===== src/shared/tph_defs.svh =====
`ifndef TPH_DEFS_SVH
`define TPH_DEFS_SVH
// Operation
// - The shared pin is a payload indicator while the telecom bus is enabled and an HDLC send-message command when the bus is disabled and HS HDLC mode is selected.
// - The payload indicator and bus byte are sampled on the falling edge of the telecom bus clock.
// - While the send-message command is high, each rising edge of the HDLC byte clock latches the HDLC byte, or sets the overrun flag if the buffer is full
//   and no byte is read out of it in the same cycle.
// - Every latched byte is sent inside an HDLC frame on the octet stream toward the frame generator.
// - While the send-message command is low, byte inputs are ignored and only flag octets are sent once the buffered bytes have drained.

`define TPH_FLAG     8'h7E
`define TPH_ESC      8'h7D
`define TPH_ESC_XOR  8'h20
`define TPH_BYTE_W   8
`define TPH_BUF_DEPTH 2

`endif


===== src/shared/tph_pkg.sv =====
package tph_pkg;
  typedef logic [7:0] tph_octet_t;
endpackage


===== src/logic/tph_top.sv =====
`timescale 1ns/1ps
`include "tph_defs.svh"

module tph_top #(
  parameter int DEPTH = `TPH_BUF_DEPTH
) (
  input  wire logic                core_clk_i,
  input  wire logic                rst_n_i,
  input  wire logic                tx_bus_enable_i,
  input  wire logic                hs_hdlc_mode_i,
  input  wire logic                tx_bus_payload_indicator_i,
  input  wire logic                tx_bus_clock_i,
  input  wire tph_pkg::tph_octet_t tx_bus_data_byte_i,
  input  wire logic                hdlc_tx_byte_clock_i,
  input  wire tph_pkg::tph_octet_t hdlc_tx_byte_in_i,
  input  wire logic                hdlc_octet_ready_i,
  output tph_pkg::tph_octet_t      tx_bus_byte_o,
  output logic                     tx_bus_byte_payload_o,
  output logic                     tx_bus_byte_valid_o,
  output tph_pkg::tph_octet_t      hdlc_octet_o,
  output logic                     hdlc_octet_valid_o,
  output logic                     hdlc_in_frame_o,
  output logic                     hdlc_overrun_o
);

  localparam int PW = (DEPTH > 1) ? $clog2(DEPTH) : 1;
  localparam int CW = $clog2(DEPTH + 1);

  typedef struct packed {
    logic                                pin1;
    logic                                pin2;
    logic                                bclk1;
    logic                                bclk2;
    logic                                bclk_d;
    tph_pkg::tph_octet_t                 bdat1;
    tph_pkg::tph_octet_t                 bdat2;
    logic                                hclk1;
    logic                                hclk2;
    logic                                hclk_d;
    tph_pkg::tph_octet_t                 hdat1;
    tph_pkg::tph_octet_t                 hdat2;
    tph_pkg::tph_octet_t                 bus_byte;
    logic                                bus_payload;
    logic                                bus_valid;
    logic [DEPTH-1:0][`TPH_BYTE_W-1:0]   mem;
    logic [PW-1:0]                       wr;
    logic [PW-1:0]                       rd;
    logic [CW-1:0]                       cnt;
    logic                                in_frame;
    logic                                esc_pend;
    tph_pkg::tph_octet_t                 pend;
    tph_pkg::tph_octet_t                 octet;
    logic                                out_valid;
    logic                                overrun;
  } tph_state_s;

  function automatic logic [PW-1:0] ptr_inc(input logic [PW-1:0] p);
    if (p == PW'(DEPTH - 1)) begin
      return '0;
    end
    return PW'(p + PW'(1));
  endfunction

  function automatic logic needs_esc(input tph_pkg::tph_octet_t d);
    return (d == `TPH_FLAG) || (d == `TPH_ESC);
  endfunction

  logic        rst_s1_ff;
  logic        rst_s2_ff;
  tph_state_s  s_ff;
  tph_state_s  nxt_s;
  logic        bus_fall;
  logic        hclk_rise;
  logic        hdlc_active;
  logic        hdlc_send_message_cmd;
  logic        push_req;
  logic        push;
  logic        pop;
  logic        load;
  tph_pkg::tph_octet_t head;

  // reset released through two flops so every state flop leaves reset together
  always_ff @(posedge core_clk_i or negedge rst_n_i) begin
    if (!rst_n_i) begin
      rst_s1_ff <= 1'b0;
      rst_s2_ff <= 1'b0;
    end else begin
      rst_s1_ff <= 1'b1;
      rst_s2_ff <= rst_s1_ff;
    end
  end

  always_comb begin
    nxt_s = s_ff;
    nxt_s.pin1   = tx_bus_payload_indicator_i;
    nxt_s.pin2   = s_ff.pin1;
    nxt_s.bclk1  = tx_bus_clock_i;
    nxt_s.bclk2  = s_ff.bclk1;
    nxt_s.bclk_d = s_ff.bclk2;
    nxt_s.bdat1  = tx_bus_data_byte_i;
    nxt_s.bdat2  = s_ff.bdat1;
    nxt_s.hclk1  = hdlc_tx_byte_clock_i;
    nxt_s.hclk2  = s_ff.hclk1;
    nxt_s.hclk_d = s_ff.hclk2;
    nxt_s.hdat1  = hdlc_tx_byte_in_i;
    nxt_s.hdat2  = s_ff.hdat1;

    bus_fall    = s_ff.bclk_d & ~s_ff.bclk2;
    hclk_rise   = ~s_ff.hclk_d & s_ff.hclk2;
    // pin meaning follows the bus enable
    hdlc_active = !tx_bus_enable_i && hs_hdlc_mode_i;
    hdlc_send_message_cmd = hdlc_active && s_ff.pin2;

    nxt_s.bus_valid = 1'b0;
    if (tx_bus_enable_i && bus_fall) begin
      nxt_s.bus_valid   = 1'b1;
      nxt_s.bus_byte    = s_ff.bdat2;
      nxt_s.bus_payload = s_ff.pin2;
    end

    push_req = hdlc_send_message_cmd && hclk_rise;
    load     = !s_ff.out_valid || hdlc_octet_ready_i;
    pop      = 1'b0;
    head     = s_ff.mem[s_ff.rd];

    if (load) begin
      nxt_s.out_valid = 1'b1;
      if (s_ff.esc_pend) begin
        nxt_s.octet    = s_ff.pend;
        nxt_s.esc_pend = 1'b0;
      end else if (s_ff.cnt != '0) begin
        if (!s_ff.in_frame) begin
          // opening flag before the first byte of a frame
          nxt_s.octet    = `TPH_FLAG;
          nxt_s.in_frame = 1'b1;
        end else begin
          pop = 1'b1;
          if (needs_esc(head)) begin
            // octet stuffing keeps flags unique inside the frame
            nxt_s.octet    = `TPH_ESC;
            nxt_s.esc_pend = 1'b1;
            nxt_s.pend     = head ^ `TPH_ESC_XOR;
          end else begin
            nxt_s.octet = head;
          end
        end
      end else begin
        nxt_s.octet = `TPH_FLAG;
        if (!hdlc_send_message_cmd) begin
          nxt_s.in_frame = 1'b0;
        end
      end
    end

    // byte source has no stall, so a full buffer can only be reported
    push = push_req && ((s_ff.cnt != CW'(DEPTH)) || pop);
    if (push_req && !push) begin
      nxt_s.overrun = 1'b1;
    end
    if (push) begin
      nxt_s.mem[s_ff.wr] = s_ff.hdat2;
      nxt_s.wr = ptr_inc(s_ff.wr);
    end
    if (pop) begin
      nxt_s.rd = ptr_inc(s_ff.rd);
    end
    nxt_s.cnt = CW'(s_ff.cnt + CW'(push) - CW'(pop));
  end

  always_ff @(posedge core_clk_i or negedge rst_s2_ff) begin
    if (!rst_s2_ff) begin
      s_ff <= '0;
    end else begin
      s_ff <= nxt_s;
    end
  end

  assign tx_bus_byte_o         = s_ff.bus_byte;
  assign tx_bus_byte_payload_o = s_ff.bus_payload;
  assign tx_bus_byte_valid_o   = s_ff.bus_valid;
  assign hdlc_octet_o          = s_ff.octet;
  assign hdlc_octet_valid_o    = s_ff.out_valid;
  assign hdlc_in_frame_o       = s_ff.in_frame;
  assign hdlc_overrun_o        = s_ff.overrun;

  property p_bus_mode_no_hdlc;
    @(posedge core_clk_i) disable iff (!rst_s2_ff)
      tx_bus_enable_i |-> !push;
  endproperty
  a_bus_mode_no_hdlc: assert property (p_bus_mode_no_hdlc) else $error("byte latched in bus mode");

  property p_no_bus_byte_when_off;
    @(posedge core_clk_i) disable iff (!rst_s2_ff)
      (!tx_bus_enable_i && $past(!tx_bus_enable_i)) |-> !tx_bus_byte_valid_o;
  endproperty
  a_no_bus_byte_when_off: assert property (p_no_bus_byte_when_off) else $error("bus byte while off");

  property p_fall_sample;
    @(posedge core_clk_i) disable iff (!rst_s2_ff)
      (tx_bus_enable_i && bus_fall) |=>
        tx_bus_byte_valid_o && (tx_bus_byte_payload_o == $past(s_ff.pin2))
        && (tx_bus_byte_o == $past(s_ff.bdat2)) ##1 !tx_bus_byte_valid_o;
  endproperty
  a_fall_sample: assert property (p_fall_sample) else $error("bus byte not sampled at fall");

  property p_latch_on_rise;
    @(posedge core_clk_i) disable iff (!rst_s2_ff)
      (push && s_ff.cnt == '0) |=> (s_ff.cnt == CW'(1)) && (s_ff.mem[s_ff.rd] == $past(s_ff.hdat2));
  endproperty
  a_latch_on_rise: assert property (p_latch_on_rise) else $error("hdlc byte not latched");

  property p_cmd_push;
    @(posedge core_clk_i) disable iff (!rst_s2_ff)
      (hdlc_send_message_cmd && hclk_rise) |-> (push or (1'b1 ##1 hdlc_overrun_o));
  endproperty
  a_cmd_push: assert property (p_cmd_push) else $error("byte lost without overrun");

  property p_flag_outside_frame;
    @(posedge core_clk_i) disable iff (!rst_s2_ff)
      (load && !s_ff.in_frame && !s_ff.esc_pend) |=> hdlc_octet_o == `TPH_FLAG;
  endproperty
  a_flag_outside_frame: assert property (p_flag_outside_frame) else $error("data outside frame");

  property p_stall_hold;
    @(posedge core_clk_i) disable iff (!rst_s2_ff)
      (hdlc_octet_valid_o && !hdlc_octet_ready_i) |=> $stable(hdlc_octet_o) && hdlc_octet_valid_o;
  endproperty
  a_stall_hold: assert property (p_stall_hold) else $error("octet changed under stall");

  property p_idle_flags;
    @(posedge core_clk_i) disable iff (!rst_s2_ff)
      (!hdlc_send_message_cmd && s_ff.cnt == '0 && !s_ff.esc_pend && load)
        |=> (hdlc_octet_o == `TPH_FLAG) ##1 !s_ff.in_frame;
  endproperty
  a_idle_flags: assert property (p_idle_flags) else $error("non-flag while idle");

  property p_ignore_bytes;
    @(posedge core_clk_i) disable iff (!rst_s2_ff)
      !hdlc_send_message_cmd |-> !push;
  endproperty
  a_ignore_bytes: assert property (p_ignore_bytes) else $error("byte taken while cmd low");

  c_push:    cover property (@(posedge core_clk_i) disable iff (!rst_s2_ff) push ##[1:20] pop);
  c_toh:     cover property (@(posedge core_clk_i) disable iff (!rst_s2_ff)
                             tx_bus_byte_valid_o && !tx_bus_byte_payload_o);
  c_escape:  cover property (@(posedge core_clk_i) disable iff (!rst_s2_ff)
                             hdlc_octet_valid_o && hdlc_octet_o == `TPH_ESC);
  c_overrun: cover property (@(posedge core_clk_i) disable iff (!rst_s2_ff) $rose(hdlc_overrun_o));

endmodule


===== config.mk =====
export PLATFORM = sky130hd
export DESIGN_NAME = tph_top
export DESIGN_NICKNAME = d
export VERILOG_FILES = /design/src/shared/tph_pkg.sv /design/src/logic/tph_top.sv
export VERILOG_INCLUDE_DIRS = /design/src /design/src/shared
export SDC_FILE = /design/constraint.sdc
export NUM_CORES = 1
export LEC_CHECK = 0
export ABC_AREA = 1
export ABC_CLOCK_PERIOD_IN_PS = 3370
export BUFFER_PORTS_ARGS = -buffer_cell sky130_fd_sc_hd__buf_2
export CORE_MARGIN = 2
export CORE_UTILIZATION = 35
export CTS_CLUSTER_DIAMETER = 120
export DETAILED_ROUTE_END_ITERATION = 10
export PLACE_DENSITY_LB_ADDON = 0.2
export SYNTH_ARGS = -nofsm -noshare
export SYNTH_HDL_FRONTEND = slang
export SYNTH_SLANG_ARGS = --single-unit

===== constraint.sdc =====
create_clock -name core_clk_i -period 3.37 [get_ports core_clk_i]
set_clock_uncertainty 0.1 [all_clocks]
set_input_delay 0.5055 -clock core_clk_i [delete_from_list [all_inputs] [get_ports core_clk_i]]
set_output_delay 0.5055 -clock core_clk_i [all_outputs]
set_load 0.02 [all_outputs]

==> flow_metrics.env <==
export IMPL_status="finished, final reports clean"
export IMPL_dr_first_iter_drc_count=103
export IMPL_slowest_stage="dfrtp_1"
export IMPL_syn_inst=310
export IMPL_hp_start="hdlc_tx_byte_in_i[6]"
export IMPL_placed_cells=468
export IMPL_clk_pin_slew_ns=0.09
export IMPL_path_common_cell="nand2_1"
export IMPL_nNetsFinal=372
export IMPL_yosysSeqAreaShare_pct=66.2
export IMPL_ys_seq_elements=92
export IMPL_avgSynthCellArea_um2=11.2
export IMPL_crit_path_end_kind="flip-flop"
export IMPL_totalWireLength_mm=5.53
export IMPL_clk_latency_ns=0.36
export IMPL_antenna_diode_count=0
export IMPL_hp_class="in -> reg"
export IMPL_cts_htree_levels=3
export IMPL_cts_buffer_depth=2
export IMPL_power_leakage_nw=1.99
export IMPL_grtUsageTotal_pct=11.6
export IMPL_grt_ovfl_total=0
export IMPL_cp_cell_sequence="inv_2, nand2_1, nand2_1, nand2_1, nor2_1, nand3_1, nor2_2, inv_1, nand2_1, nand2_1"
export IMPL_cap_viol_max_count=0
export IMPL_p_sw_share_pct=32.6
export IMPL_drc_errors=0
export IMPL_final_cell_mix="nand2_1, dfrtp_1, buf_2"
export IMPL_gp_congestion=0.758
export IMPL_comb_power_share_pct=23.5
export IMPL_crit_type="reg -> reg"
export IMPL_hold_viol=0
export IMPL_p_sw_uw=966
export IMPL_seqPwrFrac_pct=48.7
export IMPL_startpoint_type="flip-flop"
export IMPL_power_internal_mw=1.99
export IMPL_cts_made_buffers=9
export IMPL_clock_fmax_ghz=0.497
export IMPL_firstDrtPassIters=4
export IMPL_die_h_um=104
export IMPL_vias_per_cell=4.16
export IMPL_yosysWarnings=0
export IMPL_synth_top_cell_area_share_pct=66.2
export IMPL_rows=36
export IMPL_final_common_cell="nand2_1"
export IMPL_drive_above_1_share_pct=26.8
export IMPL_p_total_mw=2.96
export IMPL_cp_num_buf_inv=2
export IMPL_startpoint="s_ff[22]$_DFFE_PN0P_"
export IMPL_reg2reg_from="s_ff[22]$_DFFE_PN0P_"
export IMPL_slowest_delay_ns=0.53
export IMPL_final_cells=484
export IMPL_ctsRootBufferMaster="clkbuf_8"
export IMPL_min_period_ns=2.01
export IMPL_grt_pass1_vias=2041
export IMPL_setup_violations=0
export IMPL_crit_family="simple AND/OR/NAND/NOR gates"
export IMPL_numPortBuffers=44
export IMPL_dieArea_mm2=0.0108
export IMPL_final_max_slew_viol_count=0
export IMPL_mappedNetlistArea_mm2=0.00348
export IMPL_cts_resized=0
export IMPL_ir_drop_v=0.000201
export IMPL_synth_area_leaders="dfrtp_1, nand2_1, o21ai_2, buf_4, inv_1"
export IMPL_ios=45
export IMPL_yosysTopAreaCell="dfrtp_1"
export IMPL_ant_nets=0
export IMPL_worstMarginPinSlew_ns=0.839
export IMPL_critPathMaxFanout=12
export IMPL_required_ns=3.52
export IMPL_die_w_um=104
export IMPL_cp_arrival_ns=2.17
export IMPL_core_mm2=0.00973
export IMPL_p_clk_share_pct=27.8
export IMPL_setup_tns_ns=0
export IMPL_rsz0062_at_grt="false"
export IMPL_dp_hpwl_mm=3.73
export IMPL_detail_route_wl_per_cell_um=11.4
export IMPL_grt_max_degree=68
export IMPL_cts_tree="yes"
export IMPL_min_period_over_period_pct=59.7
export IMPL_clock_sinks=92
export IMPL_initial_utilization_pct=35.8
export IMPL_power_density_mw_per_mm2=753
export IMPL_synthDistinctLibCells=30
export IMPL_grt_pass1_wl_mm=9.83
export IMPL_vias=2015
export IMPL_synthToLayoutAreaGrowth_pct=12.9
export IMPL_antenna_found_initial=0
export IMPL_relSlewSlack_pct=44.1
==> area by class of cell <==
class / count / area [µm²]
clock buffers: 10 / 138
well taps: 133 / 166
fillers: 992 / 5800
multi-input cells: 171 / 893
flip-flops and latches: 92 / 2310
clock inverters: 5 / 83.8
inverters: 26 / 97.6
repair buffers: 47 / 245
==> flip-flops by register name (all words and copies together) (netlist names) <==
register / count
hdlc_in_frame_o: 1
hdlc_octet_o: 8
hdlc_octet_valid_o: 1
hdlc_overrun_o: 1
nxt_s: 21
rst_s1_ff: 1
rst_s2_ff: 1
s_ff: 48
tx_bus_byte_o: 8
tx_bus_byte_payload_o: 1
tx_bus_byte_valid_o: 1
==> synthesized netlist by cell type (all sizes together) <==
cell type and number:
clkbuf 1, nor2 8, a22oi 1, o21ai 30, inv 24, ha 1
or2 5, nor3 4, nand3b 1, clkinv 2, dfrtp 92, o31ai 1
bufbuf 1, a32o 1, a21oi 2, nand2 104, buf 20, conb 1
nand3 5, nand4 2, xor2 4
==> metrics by stage <==
step	setup WS, ns	hold WS [ns]	util, %	area [µm²]
floorplan	0.518	0.110	-	3480
global placement	1.20	0.190	38.0	3700
detailed placement	1.13	0.191	38.0	3700
CTS	1.30	0.129	40.4	3930
global route	1.10	0.120	40.4	3930
finish	1.36	0.146	40.4	3930
==> path summary, 6_finish.rpt <==
path	to	slack [ns]	cells after the start
min	nxt_s[56]$_DFF_PN0_	0.15	1
min in group asynchronous	nxt_s[69]$_DFF_PN0_	0.33	0
max in group asynchronous	s_ff[29]$_DFFE_PN0P_	2.12	1
max	s_ff[10]$_DFFE_PN0P_	1.36	10
max reg2reg	s_ff[10]$_DFFE_PN0P_	1.36	10
min reg2reg	s_ff[53]$_DFF_PN0_	0.25	0
==> power by group through the flow <==
stage	Sequential, mW	Combinational [mW]	Clock, mW
6_report	1.44	0.697	0.823
4_1_cts	1.45	0.708	0.848
2_1_floorplan	1.44	0.622	0
3_3_place_gp	1.46	0.692	0
3_5_place_dp	1.47	0.704	0
5_1_grt	1.48	0.791	0.899
==> routing by layer <==
metal  vias to the layer above  share of wire, %  GRT usage [%]
li1                       1020                 -              -
met1                       946                48           15.4
met2                        38                46           17.5
met3                        11               3.9           2.89
met4                         0               2.3           6.37
met5                         -                 0              0
==> cells by family (layout without fill, tap and decap cells) <==
family / count (synthesis) / after routing / synth area share (%)
adders and majority gates: 1 / 1 / 0.360
buffers and inverters: 48 / 88 / 8.27
xor gates and xnor gates: 4 / 4 / 1.01
AOI/OAI and AO/OA: 35 / 35 / 7.05
DFF: 92 / 92 / 66.2
other: 1 / 2 / 0.108
and+or+nand+nor: 129 / 129 / 17.0
==> timing repair <==
action	4_1_cts	5_1_grt
endpoints found under the hold margin	2	0
buffers inserted	0	0
hold buffers	1	0
Note: power is estimated with default switching activity, not from simulation.
